--- config.mk ---
export PLATFORM = sky130hd
export DESIGN_NAME = bcs_bridge_regs
export DESIGN_NICKNAME = d
export VERILOG_FILES = /design/src/bcs_pkg.sv /design/src/bcs_tb_if.sv /design/src/bcs_bridge_regs.sv /design/src/bcs_cec_timebase.sv
export VERILOG_INCLUDE_DIRS = /design/src
export SDC_FILE = /design/constraint.sdc
export NUM_CORES = 1
export LEC_CHECK = 0
export BUFFER_PORTS_ARGS = -buffer_cell sky130_fd_sc_hd__buf_4
export CORE_MARGIN = 2
export CORE_UTILIZATION = 42
export CTS_BUF_LIST = sky130_fd_sc_hd__clkbuf_4 sky130_fd_sc_hd__clkbuf_8
export DETAILED_ROUTE_END_ITERATION = 10
export GPL_TIMING_DRIVEN = 0
export SLEW_MARGIN = 20
export SYNTH_ARGS = -nofsm -noshare
export SYNTH_HDL_FRONTEND = slang
export SYNTH_SLANG_ARGS = --single-unit
export TNS_END_PERCENT = 20
--- constraint.sdc ---
create_clock -name mclk -period 3.8 [get_ports mclk]
set_input_delay 0.38 -clock mclk [delete_from_list [all_inputs] [get_ports mclk]]
set_output_delay 0.38 -clock mclk [all_outputs]
set_load 0.05 [all_outputs]
--- src/bcs_params.svh ---
// register offsets, reset values, field positions and clock rates
`ifndef BCS_PARAMS_SVH
`define BCS_PARAMS_SVH
`define BCS_OFF_DATA2        8'h4d
`define BCS_OFF_DATA3        8'h4e
`define BCS_OFF_CTL          8'h4f
`define BCS_OFF_STS          8'h50
`define BCS_RST_DATA         8'h00
`define BCS_RST_STS          8'h03
`define BCS_CTL_SRC          4
`define BCS_CTL_EN           3
`define BCS_CTL_WIPE         2
`define BCS_CTL_RELOAD       1
`define BCS_CTL_BLOCK        0
`define BCS_STS_SUPPLY       7
`define BCS_STS_RX_IRQ       6
`define BCS_STS_CIPHER_IRQ   5
`define BCS_STS_INIT         4
`define BCS_STS_REMOTE       3
`define BCS_STS_CFG          2
`define BCS_STS_CFG_CK       1
`define BCS_STS_ID_CK        0
`define BCS_CEC_HZ_X1000     32768000
`define BCS_INT_REF_HZ       20000000
`define BCS_EXT_REF_HZ       25000000
`endif

--- src/bcs_pkg.sv ---
// types shared by the bridge control/status block
`default_nettype none
package bcs_pkg;
    typedef enum logic [2:0] {
        BCS_IDLE  = 3'b001,
        BCS_BUSY  = 3'b010,
        BCS_DONE  = 3'b100
    } bcs_reload_t;
endpackage
`default_nettype wire

--- src/bcs_tb_if.sv ---
// carrier between the control bank and the cec timebase generator
`timescale 1ns/100ps
`default_nettype none
interface bcs_tb_if;
    logic enable;
    logic source;
    logic tick;
    modport ctl (output enable, output source, input tick);
    modport gen (input enable, input source, output tick);
endinterface
`default_nettype wire

--- src/bcs_bridge_regs.sv ---
// bridge control and status register slice
`timescale 1ns/100ps
`default_nettype none
`include "bcs_params.svh"
module bcs_bridge_regs #(
    parameter int SYNC_STAGES = 3
) (
    input  wire logic       mclk,
    input  wire logic       sys_rst,
    input  wire logic       reg_wr,
    input  wire logic       reg_rd,
    input  wire logic [7:0] reg_addr,
    input  wire logic [7:0] reg_wdata,
    output var  logic [7:0] reg_rdata,
    input  wire logic       strap_pin_a,
    input  wire logic       input_supply_pin,
    input  wire logic       ext_osc_tick,
    input  wire logic       rx_irq,
    input  wire logic       cipher_irq,
    input  wire logic       cfg_done_in,
    input  wire logic       init_done_in,
    input  wire logic       config_checksum_in,
    input  wire logic       remote_load_done,
    input  wire logic       reload_done,
    input  wire logic       reload_checksum_ok,
    input  wire logic       ind_rd_done,
    input  wire logic [15:0] ind_rd_data,
    input  wire logic       ddc_req,
    output var  logic       ddc_grant,
    output var  logic       reload_start,
    output var  logic       wipe_start,
    output var  logic       cec_clk
);
    logic [7:0]  indirect_data_byte2;
    logic [7:0]  indirect_data_byte3;
    logic        cec_timebase_source;
    logic        cec_timebase_enable;
    logic        display_id_sram_wipe;
    logic        display_id_reload;
    logic        display_id_ddc_block;
    logic        strap_taken;
    logic [SYNC_STAGES-1:0] sup_sync;
    logic        input_supply_present;
    logic        cfg_seen;
    logic        init_seen;
    logic        remote_display_id_loaded;
    logic        config_checksum_ok;
    logic        display_id_checksum_ok;
    logic [7:0]  bridge_status;
    logic [7:0]  bridge_control;
    bcs_pkg::bcs_reload_t rl_state;
    bcs_tb_if tbi ();

    // the agree filter needs a first stage plus two comparing stages
    if (SYNC_STAGES < 3) begin : g_sync_depth_check
        $error("SYNC_STAGES below 3 is not supported");
    end

    assign tbi.enable = cec_timebase_enable;
    assign tbi.source = cec_timebase_source;
    bcs_cec_timebase u_tb (
        .mclk         (mclk),
        .sys_rst      (sys_rst),
        .ext_osc_tick (ext_osc_tick),
        .tb           (tbi)
    );
    always_ff @(posedge mclk) begin
        cec_clk <= tbi.tick;
    end

    // strap captured on first clock after reset release, not under reset
    always_ff @(posedge mclk) begin
        if (sys_rst) begin
            strap_taken          <= 1'b0;
            display_id_ddc_block <= 1'b0;
        end else if (!strap_taken) begin
            strap_taken          <= 1'b1;
            display_id_ddc_block <= strap_pin_a;
        end
    end

    // supply pin synchroniser: change accepted when the last two stages agree
    always_ff @(posedge mclk) begin
        if (sys_rst) begin
            sup_sync             <= '0;
            input_supply_present <= 1'b0;
        end else begin
            sup_sync <= {sup_sync[SYNC_STAGES-2:0], input_supply_pin};
            if (sup_sync[SYNC_STAGES-2] == sup_sync[SYNC_STAGES-1])
                input_supply_present <= sup_sync[SYNC_STAGES-1];
        end
    end

    always_ff @(posedge mclk) begin
        if (sys_rst) begin
            indirect_data_byte2 <= `BCS_RST_DATA;
            indirect_data_byte3 <= `BCS_RST_DATA;
        end else if (ind_rd_done) begin
            // completing read wins over a host write in the same cycle
            indirect_data_byte2 <= ind_rd_data[7:0];
            indirect_data_byte3 <= ind_rd_data[15:8];
        end else if (reg_wr) begin
            if (reg_addr == `BCS_OFF_DATA2)
                indirect_data_byte2 <= reg_wdata;
            else if (reg_addr == `BCS_OFF_DATA3)
                indirect_data_byte3 <= reg_wdata;
        end
    end

    always_ff @(posedge mclk) begin
        if (sys_rst) begin
            cec_timebase_source <= 1'b0;
            cec_timebase_enable <= 1'b0;
        end else if (reg_wr && reg_addr == `BCS_OFF_CTL) begin
            cec_timebase_source <= reg_wdata[`BCS_CTL_SRC];
            cec_timebase_enable <= reg_wdata[`BCS_CTL_EN];
        end
    end

    // reload sequencer; writes to reload bits ignored while busy
    always_ff @(posedge mclk) begin
        if (sys_rst) begin
            rl_state             <= bcs_pkg::BCS_IDLE;
            display_id_reload    <= 1'b0;
            display_id_sram_wipe <= 1'b0;
            reload_start         <= 1'b0;
            wipe_start           <= 1'b0;
        end else begin
            reload_start <= 1'b0;
            wipe_start   <= 1'b0;
            case (rl_state)
                bcs_pkg::BCS_IDLE: begin
                    if (reg_wr && reg_addr == `BCS_OFF_CTL && reg_wdata[`BCS_CTL_RELOAD]) begin
                        display_id_reload    <= 1'b1;
                        display_id_sram_wipe <= reg_wdata[`BCS_CTL_WIPE];
                        wipe_start           <= reg_wdata[`BCS_CTL_WIPE];
                        reload_start         <= 1'b1;
                        rl_state             <= bcs_pkg::BCS_BUSY;
                    end
                end
                bcs_pkg::BCS_BUSY: begin
                    if (reload_done)
                        rl_state <= bcs_pkg::BCS_DONE;
                end
                bcs_pkg::BCS_DONE: begin
                    display_id_reload    <= 1'b0;
                    display_id_sram_wipe <= 1'b0;
                    rl_state             <= bcs_pkg::BCS_IDLE;
                end
                default: rl_state <= bcs_pkg::BCS_IDLE;
            endcase
        end
    end

    // status flags follow device events; host writes never touch them
    always_ff @(posedge mclk) begin
        if (sys_rst) begin
            cfg_seen                 <= 1'b0;
            init_seen                <= 1'b0;
            remote_display_id_loaded <= 1'b0;
            config_checksum_ok       <= 1'b1;
            display_id_checksum_ok   <= 1'b1;
        end else begin
            if (cfg_done_in)
                cfg_seen <= 1'b1;
            if (init_done_in && (cfg_seen || cfg_done_in))
                init_seen <= 1'b1;
            if (remote_load_done)
                remote_display_id_loaded <= 1'b1;
            if (cfg_done_in)
                config_checksum_ok <= config_checksum_in;
            if (reload_done || remote_load_done)
                display_id_checksum_ok <= reload_checksum_ok;
        end
    end

    // reserved control bits read back as zero
    always_comb begin
        bridge_control                  = 8'h00;
        bridge_control[`BCS_CTL_SRC]    = cec_timebase_source;
        bridge_control[`BCS_CTL_EN]     = cec_timebase_enable;
        bridge_control[`BCS_CTL_WIPE]   = display_id_sram_wipe;
        bridge_control[`BCS_CTL_RELOAD] = display_id_reload;
        bridge_control[`BCS_CTL_BLOCK]  = display_id_ddc_block;
    end

    always_comb begin
        bridge_status = 8'h00;
        bridge_status[`BCS_STS_SUPPLY]     = input_supply_present;
        bridge_status[`BCS_STS_RX_IRQ]     = rx_irq;
        bridge_status[`BCS_STS_CIPHER_IRQ] = cipher_irq;
        bridge_status[`BCS_STS_INIT]       = init_seen;
        bridge_status[`BCS_STS_REMOTE]     = remote_display_id_loaded;
        bridge_status[`BCS_STS_CFG]        = cfg_seen;
        bridge_status[`BCS_STS_CFG_CK]     = config_checksum_ok;
        bridge_status[`BCS_STS_ID_CK]      = display_id_checksum_ok;
    end

    // read data registered; status offset has no write path
    always_ff @(posedge mclk) begin
        if (sys_rst) begin
            reg_rdata <= 8'h00;
        end else if (reg_rd) begin
            if (reg_addr == `BCS_OFF_DATA2)
                reg_rdata <= indirect_data_byte2;
            else if (reg_addr == `BCS_OFF_DATA3)
                reg_rdata <= indirect_data_byte3;
            else if (reg_addr == `BCS_OFF_CTL)
                reg_rdata <= bridge_control;
            else if (reg_addr == `BCS_OFF_STS)
                reg_rdata <= bridge_status;
            else
                reg_rdata <= 8'h00;
        end
    end

    always_ff @(posedge mclk) begin
        if (sys_rst)
            ddc_grant <= 1'b0;
        else
            ddc_grant <= ddc_req && strap_taken && !display_id_ddc_block;
    end
endmodule
`default_nettype wire

--- src/bcs_cec_timebase.sv ---
// fractional 32.768 kHz cec timebase generator
`timescale 1ns/100ps
`default_nettype none
`include "bcs_params.svh"
module bcs_cec_timebase (
    input wire logic mclk,
    input wire logic sys_rst,
    input wire logic ext_osc_tick,
    bcs_tb_if.gen    tb
);
    // phase accumulator: add twice the cec rate, wrap at reference rate, scaled by 1000
    // each wrap is one half period, so the toggle output runs at the cec rate
    localparam logic [35:0] INC      = 36'(64'(`BCS_CEC_HZ_X1000) * 2);
    localparam logic [35:0] MOD_INT  = 36'(64'(`BCS_INT_REF_HZ) * 1000);
    localparam logic [35:0] MOD_EXT  = 36'(64'(`BCS_EXT_REF_HZ) * 1000);
    logic [35:0] acc;
    logic        out;
    logic        step;
    logic [35:0] modv;
    assign step = tb.source ? ext_osc_tick : 1'b1;
    assign modv = tb.source ? MOD_EXT : MOD_INT;
    always_ff @(posedge mclk) begin
        if (sys_rst || !tb.enable) begin
            acc <= 36'h0;
            out <= 1'b0;
        end else if (step) begin
            if (acc + INC >= modv) begin
                acc <= acc + INC - modv;
                out <= ~out;
            end else begin
                acc <= acc + INC;
            end
        end
    end
    // square wave level, one full period per two wraps
    assign tb.tick = out;
endmodule
`default_nettype wire

==> metrics.txt, run 1 <==
fin worst setup slack=0.172 ns; Synth Cell Area=0.00450 sq mm; initial antenna violation count=0; Ys Warns=0; GRT overflow=0; Starting Density=43.4%; met1 Use GR=between 20 and 30%; # fillers=1,040; # IOs=between 60 and 70; worst skew pair latency=between 0.3 and 0.4 ns; DRT iter0 DRCs=between 200 and 300; min-delay worst type=in2reg; Via Count=4,600; WP data arrival=3.91 ns; WHS Path Cells=3; register area=0.00149 sq mm; total power=0.00152 W; sequential area share after synthesis=32.9%; ratio of cells with drive above 1 in the final layout=17.4%; hold_sp=config_checksum_in; Syn Area/Cell=7.74 sq um; crit start category=flip-flop; gpl congestion=0.885; DIE AREA=roughly 0.012 sq mm; Clock Tree Root=clkbuf_8; busiest grt layer=met2; Final Hold Viols=0; multi-input logic area=0.00289 sq mm; vias per cell=5.78; Leakage=2.03 nW; first-pass GRT wire length=20,900 um; CP required=4.08 ns; Area growth, synth to finish=20.1%; Max clock buf depth=2; Worst-path clk slew=0.10 ns; CTS tree=yes; met3 Usage GRT=under 10%; clk sinks=74; routed wire length=12,900 um; Synth top area share=32.9%; R2R Path Start=u_tb.acc[20]; maximum VDD drop=150 uV; ys flop type=dfxtp_1; hold endpoint=config_checksum_ok; NumNets Final=718; largest net degree at the start of global routing=15; port bufs=57; fraction of registers with async set/reset=0%; total track usage=22.8%; met2 Use GR=about 37%; post-detail-place hpwl=about 9500 um; Max-Cap Viols=0; post-layout util=approximately 52%; drt drc=0; post-synthesis cell type count=67; Reg2Reg Setup Slack=roughly 0.17 ns; Routed Antenna Nets=0; row cnt=37; Die Y=108 um; Critical Path Fanout Max=8; cells after synthesis=582; Pwr per Cell Area=281 mW/mm^2; fmax=0.276 GHz; Place WS=-0.259 ns; First-pass DRT Iterations=5; number of enable flip-flop cells after synthesis=0; antenna fix cells=0; R2R depth=13; TritonCTS buffer count=9; FF+latch count, synth=74; Setup Skew=0.0206 ns; Crit Path Class=reg2reg; element type at the critical path end=flip-flop; Post-Syn Nets=645; setup violators final=0; worst flop-to-flop path endpoint=u_tb.acc[33]; status=finished, final reports clean; vias in the first global route=4,236; fin crit period=3.63 ns; crit share post-route=95.5%; H-tree depth reported by CTS=3; routed len/inst=16.2 um; worst slew pin tran=0.755 ns; setup TNS=0 ns; unrepaired setup endpoints after global routing=true; Slew HR=49.5%; Yosys top cell by area=dfxtp_1; pins over their slew limit=0; Die Width=108 um; synth top area cells=dfxtp_1, a21oi_1, nor2_1; Core Area=just over 0.01 sq mm
[timing repair]
action	CTS	global route
setup endpoints to repair	23	27
pin swaps	1	4
setup buffers	3	2
hold buffers	0	0
gates resized for setup	7	18
[stage by stage]
step / hold WS [ns] / cells / cell area, sq um
after CTS: 0.224 / 794 / 5340
after global placement: 0.353 / 775 / 5100
after global routing: 0.225 / 796 / 5410
after floorplan: 0.350 / 582 / 4500
final: 0.234 / 796 / 5410
after detailed placement: 0.360 / 775 / 5100
[final cells by class]
| class | count | share of cell area, % |
|---|---|---|
| Buffer | 32 | 3.05 |
| Clock buffer | 10 | 2.54 |
| Clock inverter | 6 | 0.902 |
| Inverter | 13 | 0.971 |
| Multi-Input combinational cell | 463 | 53.3 |
| Sequential cell | 74 | 27.5 |
| Tap cell | 136 | 3.15 |
| Timing Repair Buffer | 62 | 8.60 |
[cells in the final DEF, fill, tap and decap left out, types with 7 or more instances in the layout]
cell | Yosys | final
clkbuf_1 | 24 | 23
buf_4 | 1 | 63
a22oi_1 | 9 | 8
nand2_1 | 59 | 58
a211oi_1 | 10 | 9
o21ai_0 | 25 | 24
o211ai_1 | 7 | 7
inv_1 | 13 | 12
dfxtp_1 | 74 | 71
clkbuf_8 | 0 | 10
nand2b_1 | 19 | 19
nor3_1 | 13 | 13
xnor2_1 | 21 | 21
nor2_1 | 73 | 72
mux2i_1 | 12 | 12
ha_1 | 14 | 12
a21oi_1 | 60 | 59
nand3_1 | 35 | 34
[metal layers]
layer  vias up  part of all wire (%)
li1       2244                     -
met3        28                   4.9
met5         -                     0
met1      2178                    46
met2       150                    47
met4         0                   2.3
[critical path, cell delays in order, from the launching register on]
cell      delay [ns]
dfxtp_2         0.39
ha_2            0.24
or3_4           0.41
o31ai_1         0.22
o21ai_1         0.13
ha_1            0.24
or4_4           0.53
a31oi_1         0.22
o21ai_1         0.08
o21bai_4        0.18
a31o_1          0.23
or3_1           0.31
a21oi_1         0.19
mux2i_1         0.19
[worst max-delay path by stage]
stage / slack [ns] / to / start
6_report: 0.17 / u_tb.acc[33] / u_tb.acc[20]
5_1_grt: -0.03 / u_tb.acc[30] / u_tb.acc[21]
4_1_cts: 0.009 / u_tb.acc[33] / u_tb.acc[19]
3_5_place_dp: -0.26 / u_tb.acc[14] / u_tb.acc[19]
3_3_place_gp: -0.23 / u_tb.acc[14] / u_tb.acc[19]
2_1_floorplan: 0.39 / u_tb.acc[33] / u_tb.acc[19]
[flip-flops by register name, summed over array words and instances, names as in the netlist, 3 cells and up]
signal               flops
u_tb.acc                27
indirect_data_byte2      8
indirect_data_byte3      8
reg_rdata                8
rl_state                 3
sup_sync                 3
[synthesized netlist by cell type (7+ instances only)]
master / number
mux2i_1: 12
a211oi_1: 10
nand2_1: 59
nor2_1: 73
a22oi_1: 9
nor3_1: 13
nand2b_1: 19
inv_1: 13
o211ai_1: 7
a21oi_1: 60
ha_1: 14
xnor2_1: 21
nand3_1: 35
clkbuf_1: 24
o21ai_0: 25
dfxtp_1: 74
[power breakdown]
| group | internal (W) | switching [W] |
|---|---|---|
| logic | 0.0000561 | 0.0000624 |
| registers | 0.000793 | 0.0000101 |
| clock network | 0.000261 | 0.000336 |
| total | 0.00111 | 0.000408 |
[logic make-up after synthesis]
kind of cell    share of synthesized area, %
flops                                   32.9
xor+xnor                                5.25
compound gates                          23.7
mux                                     2.67
simple gates                            27.1
fa+ha+maj                               3.89
buf+inv                                 4.58
Note: power is estimated with default switching activity, not from simulation.
==> run 2: changes to the inputs <==
Settings changed: CORE_UTILIZATION 42 to 40.
==> metrics.txt, run 2 (synthesized netlist as in run 1, its figures left out) <==
CTS tree=yes; crit share post-route=96.0%; Biggest register=u_tb.acc; DIE AREA=0.0121 sq mm; post-route cell area=~0.0055 sq mm; drt drc=0; DRT iter0 DRCs=274; worst path buffer plus inverter count=1; Int Power=0.00118 W; Crit Path Class=reg2reg; fmax=~0.27 GHz; WP data arrival=3.95 ns; # IOs=61; antenna fix cells=0; delay-heaviest family, CP=simple AND/OR/NAND/NOR gates; vias in the first global route=approximately 4,300; routed len/inst=16.7 um; first-pass GRT wire length=approximately 22,000 um; sequential group share of total power=50.5%; First-pass DRT Iterations=5; Die Width=110 um; NumNets Final=718; number of flip-flops in the largest register=27; Core Area=0.0109 sq mm; min-delay worst type=in2reg; clk sinks=74; share of total power in the clock network=approximately 42%; CP required=4.10 ns; Clock Tree Root=clkbuf_8; H-tree depth reported by CTS=3; worst skew pair latency=0.36 ns; Max-Cap Viols=0; Cell Area, Placed=0.00511 sq mm; ratio of cells with drive above 1 in the final layout=17.7%; Max clock buf depth=2; Slew HR=52.9%; gpl congestion=0.896; most frequent cells in the layout=nor2_1, dfxtp_1, buf_4; element type at the critical path end=flip-flop; GRT overflow=0; Comb pwr share=7.5%; fin crit period=3.65 ns; sw frac=26.0%; Via Count=4,573; Worst-path clk slew=approximately 0.10 ns; setup violators final=0; Final Hold Viols=0; crit start category=flip-flop; Worst path max stage delay=between 0.4 and 0.5 ns; port bufs=57; # fillers=1,088; post-detail-place hpwl=around 9500 um; Routed Antenna Nets=0; routed wire length=13,300 um; Place WS=-0.260 ns; Leakage=2.05 nW; TritonCTS buffer count=9; row cnt=38; post-layout util=between 50% and 60%; CP max-delay cell=ha_2; Die Y=110 um; Area growth, synth to finish=21.8%; vias per cell=5.72; CP cell instances=ha_4 > or3_4 > o2111ai_1 > xnor2_1 > ha_2 > nand3_4 > nor4b_2 > nand3b_1 > nand4_1 > o21ai_4 > buf_6 > or3_1 > a21oi_1 > mux2i_1; total track usage=23.1%; maximum VDD drop=198 uV; Pwr per Cell Area=290 mW/mm^2; Setup Skew=0.0116 ns; Starting Density=41.2%; initial antenna violation count=0; worst slew pin tran=around 0.71 ns; status=finished, final reports clean; P_sw=0.000413 W; Critical Path Fanout Max=10; fin worst setup slack=~0.15 ns; pins over their slew limit=0; largest net degree at the start of global routing=15
[run 2: final timing paths]
check               startpoint      endpoint  slack (ns)  depth (start not counted)
setup / recovery  u_tb.acc[19]  u_tb.acc[33]        0.15                         14
hold reg to reg   u_tb.tb.tick       cec_clk        0.38                          0
hold / removal    init_done_in     init_seen        0.24                          2
setup reg to reg  u_tb.acc[19]  u_tb.acc[33]        0.15                         14
[run 2: metal layers]
layer	track usage, %	wire, um	vias up
li1	-	-	2241
met1	33.3	6310	2155
met2	35.0	5870	154
met3	3.23	869	23
met4	8.30	292	0
met5	0	0	-
[run 2: area by class of cell]
class	count	area, sq um	area share (%)
Clock buffer	10	138	2.51
Buffer	32	169	3.08
Multi-Input combinational cell	463	2930	53.4
Tap cell	140	175	3.19
Sequential cell	74	1490	27.1
Inverter	13	52.6	0.958
Clock inverter	6	72.6	1.32
Timing Repair Buffer	62	465	8.49
[run 2: worst register-to-register path, stage by stage, from the launching register on]
cell and delay, ns:
dfxtp_2 0.40, ha_4 0.21, or3_4 0.39, o2111ai_1 0.24, xnor2_1 0.13, ha_2 0.42
nand3_4 0.14, nor4b_2 0.29, nand3b_1 0.18, nand4_1 0.18, o21ai_4 0.09, buf_6 0.18
or3_1 0.34, a21oi_1 0.19, mux2i_1 0.20
[run 2: through the flow]
step	power (W)	hold WS (ns)	TNS (ns)	instances
finish	0.00159	0.238	0	800
floorplan	0.000875	0.350	0	582
detailed placement	0.000938	0.364	-3.35	779
CTS	0.00160	0.226	0	798
global route	0.00164	0.235	-0.0115	800
global placement	0.000936	0.356	-2.60	779
[run 2: power groups by stage]
stage                     registers, W  logic (W)  clock network (W)
after detailed placement      0.000821   0.000117                  0
after floorplan               0.000825  0.0000501                  0
final                         0.000803   0.000118           0.000669
after global routing          0.000805   0.000130           0.000708
after global placement        0.000821   0.000116                  0
after CTS                     0.000803   0.000118           0.000684
[run 2: timing repair]
item                                    CTS  global route
setup buffers                             3             2
pin swaps                                 1             3
gates cloned                              0             0
gates resized for setup                  10            23
hold buffers                              0             0
endpoints found under the setup margin   27            27
